[config.mk]
export PLATFORM = sky130hd
export DESIGN_NAME = mbr_server
export DESIGN_NICKNAME = d
export VERILOG_FILES = /design/src/verilog/mbr_pkg.sv /design/src/verilog/mbr_server.sv
export SDC_FILE = /design/constraint.sdc
export NUM_CORES = 1
export LEC_CHECK = 0
export ABC_AREA = 1
export BUFFER_PORTS_ARGS = -buffer_cell sky130_fd_sc_hd__clkbuf_2
export CAP_MARGIN = 0
export CORE_ASPECT_RATIO = 1.75
export CORE_MARGIN = 2
export CORE_UTILIZATION = 45
export CTS_BUF_LIST = sky130_fd_sc_hd__clkbuf_4
export CTS_CLUSTER_DIAMETER = 120
export DETAILED_ROUTE_END_ITERATION = 16
export GPL_ROUTABILITY_DRIVEN = 0
export PLACE_DENSITY_LB_ADDON = 0.2
export SYNTH_ARGS = -nofsm -noshare
export SYNTH_HDL_FRONTEND = slang
export SYNTH_SLANG_ARGS = --single-unit
[constraint.sdc]
create_clock -name clk -period 5.9 [get_ports clk]
set_input_delay 0.295 -clock clk [delete_from_list [all_inputs] [get_ports clk]]
set_output_delay 0.295 -clock clk [all_outputs]
set_load 0.02 [all_outputs]
[src/verilog/mbr_pkg.sv]
// constants for the read-only modbus/tcp request handler
package mbr_pkg;
  localparam logic [15:0] MBR_TCP_PORT = 16'h01f6;
  localparam logic [7:0] MBR_FC_RD_OUT = 8'h03;
  localparam logic [7:0] MBR_FC_RD_IN = 8'h04;
  localparam logic [7:0] MBR_EXC_FLAG = 8'h80;
  localparam logic [7:0] MBR_EXC_NONE = 8'h00;
  localparam logic [7:0] MBR_EXC_FUNC = 8'h01;
  localparam logic [7:0] MBR_EXC_ADDR = 8'h02;
  localparam logic [7:0] MBR_EXC_VALUE = 8'h03;
  localparam logic [15:0] MBR_QTY_MAX = 16'h007d;
  localparam logic [16:0] MBR_REG_LIMIT = 17'h00100;
  localparam logic [15:0] MBR_EXC_LEN = 16'h0003;
  localparam logic [3:0] MBR_REQ_LEN = 4'hc;
  localparam logic [3:0] MBR_MIN_LEN = 4'h8;
  localparam logic [3:0] MBR_CNT_MAX = 4'hd;
  localparam logic [3:0] MBR_HDR_LAST = 4'h8;
  // request byte positions
  localparam int MBR_B_TID_HI = 0;
  localparam int MBR_B_TID_LO = 1;
  localparam int MBR_B_PID_HI = 2;
  localparam int MBR_B_PID_LO = 3;
  localparam int MBR_B_UNIT = 6;
  localparam int MBR_B_FC = 7;
  localparam int MBR_B_ADR_HI = 8;
  localparam int MBR_B_ADR_LO = 9;
  localparam int MBR_B_QTY_HI = 10;
  localparam int MBR_B_QTY_LO = 11;
  typedef enum logic [2:0] {st_rx, st_eval, st_hdr, st_fetch, st_wait, st_data} mbr_state_t;
endpackage : mbr_pkg

[src/verilog/mbr_server.sv]
// read-only modbus/tcp request handler over the gateway data areas
// Overview of operation
// Function 4 reads registers 0x0000-0x00FF of the input area, two bytes each from byte zero.
// Function 3 reads the output area, register 0x0000 at byte 0x200, two bytes per register.
// Both areas are only ever read; no request alters their contents.
// Only traffic on TCP port 502 is served; frames on any other port are dropped.
// Function codes and register addressing follow standard modbus.
// With the control/status option on, register 0 returns the status word (input) or control word (output).
// Any function other than 3 or 4 is answered with exception 0x01.
// A register range beyond the data area is answered with exception 0x02.
// An illegal quantity or malformed data field is answered with exception 0x03.
// The control and status words put bits 0-7 in the first byte and the upper bits in the second.
// Lower-addressed bytes go out first, and transaction and unit ids are echoed.
`timescale 1ns/1ns
`default_nettype none
module mbr_server
  import mbr_pkg::*;
(
  input wire logic clk,
  input wire logic srst,
  input wire logic rx_valid,
  input wire logic [7:0] rx_data,
  input wire logic rx_last,
  input wire logic [15:0] rx_port,
  output logic rx_ready,
  output logic tx_valid,
  output logic [7:0] tx_data,
  output logic tx_last,
  input wire logic tx_ready,
  output logic [9:0] mem_addr,
  input wire logic [7:0] mem_rd_data,
  input wire logic cs_enable,
  input wire logic [15:0] status_word,
  input wire logic [15:0] control_word
);
  mbr_state_t state, next_state;
  logic [7:0] buf_q [0:11];
  logic [7:0] next_buf [0:11];
  logic [3:0] cnt, next_cnt;
  logic port_bad, next_port_bad;
  logic [3:0] hidx, next_hidx;
  logic [9:0] byte_pos, next_byte_pos;
  logic [9:0] byte_end, next_byte_end;
  logic [7:0] exc, next_exc;
  logic next_rx_ready, next_tx_valid, next_tx_last;
  logic [7:0] next_tx_data;
  logic [9:0] next_mem_addr;
  logic [15:0] qty, start, rsp_len;
  logic [16:0] reg_end;
  logic fc_in, fc_ok, can_send, area_out;
  logic [15:0] cs_word;
  logic [7:0] hdr_byte, data_byte;

  // ****************************************
  // request decode
  // ****************************************
  assign qty = {buf_q[MBR_B_QTY_HI], buf_q[MBR_B_QTY_LO]};
  assign start = {buf_q[MBR_B_ADR_HI], buf_q[MBR_B_ADR_LO]};
  assign reg_end = {1'b0, start} + {1'b0, qty};
  assign fc_in = buf_q[MBR_B_FC] == MBR_FC_RD_IN;
  assign fc_ok = fc_in || (buf_q[MBR_B_FC] == MBR_FC_RD_OUT);
  assign area_out = !fc_in;
  assign can_send = !tx_valid || tx_ready;
  assign rsp_len = (exc != MBR_EXC_NONE) ? MBR_EXC_LEN : MBR_EXC_LEN + {qty[14:0], 1'b0};
  assign cs_word = fc_in ? status_word : control_word;

  always_comb begin
    case (hidx)
      4'h0: hdr_byte = buf_q[MBR_B_TID_HI];
      4'h1: hdr_byte = buf_q[MBR_B_TID_LO];
      4'h2: hdr_byte = 8'h00;
      4'h3: hdr_byte = 8'h00;
      4'h4: hdr_byte = rsp_len[15:8];
      4'h5: hdr_byte = rsp_len[7:0];
      4'h6: hdr_byte = buf_q[MBR_B_UNIT];
      4'h7: hdr_byte = (exc != MBR_EXC_NONE) ? (buf_q[MBR_B_FC] | MBR_EXC_FLAG) : buf_q[MBR_B_FC];
      default: hdr_byte = (exc != MBR_EXC_NONE) ? exc : {qty[6:0], 1'b0};
    endcase
  end

  // word 0 replaced by control/status, low byte first
  always_comb begin
    if (cs_enable && byte_pos[8:1] == 8'h00) begin
      data_byte = byte_pos[0] ? cs_word[15:8] : cs_word[7:0];
    end else begin
      data_byte = mem_rd_data;
    end
  end

  // ****************************************
  // sequencer
  // ****************************************
  always_comb begin
    next_state = state;
    next_buf = buf_q;
    next_cnt = cnt;
    next_port_bad = port_bad;
    next_hidx = hidx;
    next_byte_pos = byte_pos;
    next_byte_end = byte_end;
    next_exc = exc;
    next_tx_valid = tx_valid && !tx_ready;
    next_tx_data = tx_data;
    next_tx_last = tx_last;
    next_mem_addr = mem_addr;
    case (state)
      st_rx: begin
        if (rx_valid && rx_ready) begin
          if (cnt < MBR_REQ_LEN) begin
            next_buf[cnt] = rx_data;
          end
          if (cnt < MBR_CNT_MAX) begin
            next_cnt = cnt + 4'h1;
          end
          if (rx_port != MBR_TCP_PORT) begin
            next_port_bad = 1'b1;
          end
          if (rx_last) begin
            next_state = st_eval;
          end
        end
      end
      st_eval: begin
        next_cnt = 4'h0;
        next_port_bad = 1'b0;
        next_hidx = 4'h0;
        next_byte_pos = {start[8:0], 1'b0};
        next_byte_end = {reg_end[8:0], 1'b0};
        if (port_bad || cnt < MBR_MIN_LEN || buf_q[MBR_B_PID_HI] != 8'h00 || buf_q[MBR_B_PID_LO] != 8'h00) begin
          next_state = st_rx;
        end else begin
          next_state = st_hdr;
          if (!fc_ok) begin
            next_exc = MBR_EXC_FUNC;
          end else if (cnt != MBR_REQ_LEN || qty == 16'h0000 || qty > MBR_QTY_MAX) begin
            next_exc = MBR_EXC_VALUE;
          end else if (reg_end > MBR_REG_LIMIT) begin
            next_exc = MBR_EXC_ADDR;
          end else begin
            next_exc = MBR_EXC_NONE;
          end
        end
      end
      st_hdr: begin
        if (can_send) begin
          next_tx_valid = 1'b1;
          next_tx_data = hdr_byte;
          next_tx_last = (hidx == MBR_HDR_LAST) && (exc != MBR_EXC_NONE);
          next_hidx = hidx + 4'h1;
          if (hidx == MBR_HDR_LAST) begin
            next_state = (exc != MBR_EXC_NONE) ? st_rx : st_fetch;
          end
        end
      end
      st_fetch: begin
        next_mem_addr = {area_out, byte_pos[8:0]};
        next_state = st_wait;
      end
      st_wait: begin
        next_state = st_data;
      end
      st_data: begin
        if (can_send) begin
          next_tx_valid = 1'b1;
          next_tx_data = data_byte;
          next_byte_pos = byte_pos + 10'h001;
          next_tx_last = (byte_pos + 10'h001) == byte_end;
          next_state = ((byte_pos + 10'h001) == byte_end) ? st_rx : st_fetch;
        end
      end
      default: begin
        next_state = st_rx;
      end
    endcase
    next_rx_ready = (next_state == st_rx) && !(rx_valid && rx_ready && rx_last);
  end

  always_ff @(posedge clk) begin
    if (srst) begin
      state <= st_rx;
      for (int i = 0; i < 12; i++) begin
        buf_q[i] <= 8'h00;
      end
      cnt <= 4'h0;
      port_bad <= 1'b0;
      hidx <= 4'h0;
      byte_pos <= 10'h000;
      byte_end <= 10'h000;
      exc <= MBR_EXC_NONE;
      rx_ready <= 1'b0;
      tx_valid <= 1'b0;
      tx_data <= 8'h00;
      tx_last <= 1'b0;
      mem_addr <= 10'h000;
    end else begin
      state <= next_state;
      buf_q <= next_buf;
      cnt <= next_cnt;
      port_bad <= next_port_bad;
      hidx <= next_hidx;
      byte_pos <= next_byte_pos;
      byte_end <= next_byte_end;
      exc <= next_exc;
      rx_ready <= next_rx_ready;
      tx_valid <= next_tx_valid;
      tx_data <= next_tx_data;
      tx_last <= next_tx_last;
      mem_addr <= next_mem_addr;
    end
  end

  // ****************************************
  // checks
  // ****************************************
  logic eval_ok;
  assign eval_ok = state == st_eval && !port_bad && cnt >= MBR_MIN_LEN && buf_q[MBR_B_PID_HI] == 8'h00
    && buf_q[MBR_B_PID_LO] == 8'h00;
endmodule : mbr_server
`default_nettype wire

==> run metrics <==
CP required=roughly 6.4 ns; First DRT Iteration DRCs=between 500 and 600; fin crit period=between 2 and 2.5 ns; vias per std cell=5.322; Mapped Cells=1192; Placed Cells=1479; area leader, netlist=dfxtp_1; Resized Gates After CTS=0; Leakage=between 4 and 5 nW; drt total wl=~23 mm; Routed WL per cell=about 15 um; layout cells sized above 1=0.1173; Post-Place Setup Slack=~3.5 ns; worst-path fanout max=19; DP Area=between 8000 and 9000 um2; Detail Placement HPWL=17.86 mm; Mapped Area=7898 um2; post-synthesis compound-gate area fraction=0.1952; Yosys warning count=0; Arr. time, crit path=2.92 ns; largest net degree at the start of global routing=between 90 and 100; # setup viols final=0; DRC viols=0; simple-gate area share of the yosys netlist=0.3105; Syn Area/Cell=around 6.6 um2; mux share of post-synthesis cell area=0; Post-CTS Hold Buffers=0; die area=18670 um2; Tcrit/Tclk final=0.4114; Final Util=0.5037; global-route wire length before repair=37.78 mm; clk slew on worst S/H paths=0.11 ns; status=finished, final reports clean; Slew HR=0.3185; Synth top cells by count=nand2_1, inv_1, dfxtp_1; num rows=64; gr ovfl total=0; post-route ant nets=0; Synth Area in XOR/XNOR=0.009506; Port-buffer cells=90; worst flop-to-flop path startpoint=state[0]; CTS Sinks=134; Hold Vio Cnt, Final=0; FMAX=412.0 MHz; RSZ-0062 raised after global routing=false; Max VDD drop=0.1251 mV; Pre-antenna DRT Iters=8; HP Start=mem_rd_data[1]; slew at the pin closest to its max-slew limit=~1.0 ns; setup slack after layout=3.473 ns; clock buffer depth=2; R2R Path End=byte_pos[1]; vias post-DR=8041; vias in the first global route=7602; TritonCTS Buffers=17; Setup Buffers After CTS=0; max cap viols=0; final instance area=8753 um2; most instantiated library cell after synthesis=nand2_1; EDFF count, synth=0; Hold Path Stages=3; Setup crit start kind=flop; initial antenna violation count=1; worst reg2reg path depth=10; top cells by area, synth=dfxtp_1, nand2_1, a21oi_1, o21ai_0, inv_1; Synth Flop Type=dfxtp_1; fillers=about 1900; initial core utilization=0.4545; H-tree levels=4; pwr/cell area=193.4 nW/um2; Non-Filler Instances=approximately 1500; Fin Clk Skew=between 0.02 and 0.03 ns; Async SR Flop Fraction=0; die height=between 150 and 200 um; CP endpoint kind=flop; total negative slack=0 ns; worst min path class=in -> reg; Storage cell area=between 2000 and 3000 um2; syn nets=1293; Layout area overhead=10.84%; Synth cell types=between 40 and 50; Synth top area share=0.3397; Placeable Area=17380 um2; root buf cell=clkbuf_4; CTS tree=built; Slew Limit Fails=0; worst hold endpoint=tx_data[1]; area of the multi-input gates=4469 um2; Nets=1368; Post-Synth Adder-Cell Area=0.05006; register bit total from synthesis=134; R2R setup slack=3.47 ns; Total GRT Usage=0.2531; Seq/Total Area, Yosys=0.3397; later-pin clock latency in the skew report=around 0.57 ns; largest family of logic cells by synthesized area=simple AND/OR/NAND/NOR gates; IO Count=91; critical setup path kind=reg -> reg; chip width=~100 um
==> registers in the layout, summed over array words and instances, names as in the netlist <==
| name | count |
|---|---|
| mem_addr | 10 |
| tx_data | 8 |
| exc | 2 |
| buf_q | 80 |
| byte_end | 9 |
| rx_ready | 1 |
| byte_pos | 10 |
| hidx | 4 |
| tx_valid | 1 |
| state | 3 |
| cnt | 4 |
| tx_last | 1 |
| port_bad | 1 |
==> layout make-up <==
type,instances,share of cell area
timing repair buffer,92,0.05317
clock inverter,11,0.01529
antenna,1,0.0002859
sequential,134,0.3065
multi-input combinational,873,0.5106
tap,231,0.03302
inverter,149,0.06404
clock buffer,20,0.01715
==> stage by stage <==
stage	hold WS, ns	total power, mW
detailed placement	0.4559	1.070
CTS	0.02730	1.698
global placement	0.4565	1.070
global route	0.07707	1.753
floorplan	0.4418	1.017
finish	0.04647	1.693
==> worst max path at each step <==
stage,from,end,slack [ns],depth (start not counted)
floorplan,buf_q[0],exc[1],3.94,14
detailed placement,state[0],byte_pos[1],3.48,10
finish,state[0],byte_pos[1],3.47,10
global placement,state[0],byte_pos[1],3.52,10
global route,state[0],byte_pos[2],3.06,10
CTS,state[0],byte_pos[1],3.44,10
==> cells by family (layout without fill, tap and decap cells) <==
kind of cell    count (synthesis)  count (layout)
flops                         134             134
fa+ha+maj                      31              31
buf+inv                       185             272
simple gates                  546             546
xor+xnor                        7               7
other cells                     0               1
compound gates                289             289
==> worst max-delay path, stage by stage (launching register included) <==
cell and delay, ns:
dfxtp_1 0.37, inv_1 0.09, nor2_1 0.09, inv_1 0.06, nor2_2 0.50, inv_2 0.32
nor2_1 0.26, nor2_1 0.19, inv_1 0.21, o21ai_0 0.09, a31oi_1 0.17
==> report_power, final <==
part / internal (mW) / leakage, nW / switching [mW]
Combinational: 0.0439 / 2.79 / 0.0824
Clock: 0.300 / 0.156 / 0.342
Sequential: 0.916 / 1.08 / 0.00778
Total: 1.26 / 4.03 / 0.433
==> routing by layer <==
layer  global-route usage  share of wire  vias to the layer above
met5                    0              0                        -
met4              0.09234          0.020                        0
met3              0.04217          0.037                       38
met2               0.4899           0.55                      199
met1               0.2742           0.40                     3699
li1                     -              -                     4105
==> layout by cell type (no fill, tap or decap), types with 4 or more instances in the layout <==
| cell | netlist | layout |
|---|---|---|
| xor2_1 | 6 | 6 |
| nand3_1 | 80 | 80 |
| clkbuf_2 | 1 | 90 |
| clkbuf_4 | 0 | 20 |
| a31oi_1 | 6 | 6 |
| a21o_1 | 4 | 4 |
| nor2_2 | 4 | 4 |
| a21oi_1 | 128 | 128 |
| inv_1 | 138 | 137 |
| nand4_1 | 18 | 18 |
| nor2_1 | 107 | 107 |
| dfxtp_1 | 134 | 134 |
| nor3_4 | 9 | 9 |
| a211oi_1 | 12 | 12 |
| nand2_1 | 289 | 289 |
| o21ai_0 | 121 | 121 |
| clkinv_2 | 1 | 6 |
| nor3_1 | 11 | 10 |
| o22ai_1 | 5 | 5 |
| ha_1 | 30 | 30 |
| nand3b_1 | 6 | 6 |
| clkinv_1 | 9 | 10 |
No activity file was read; power rests on OpenSTA's default activity.
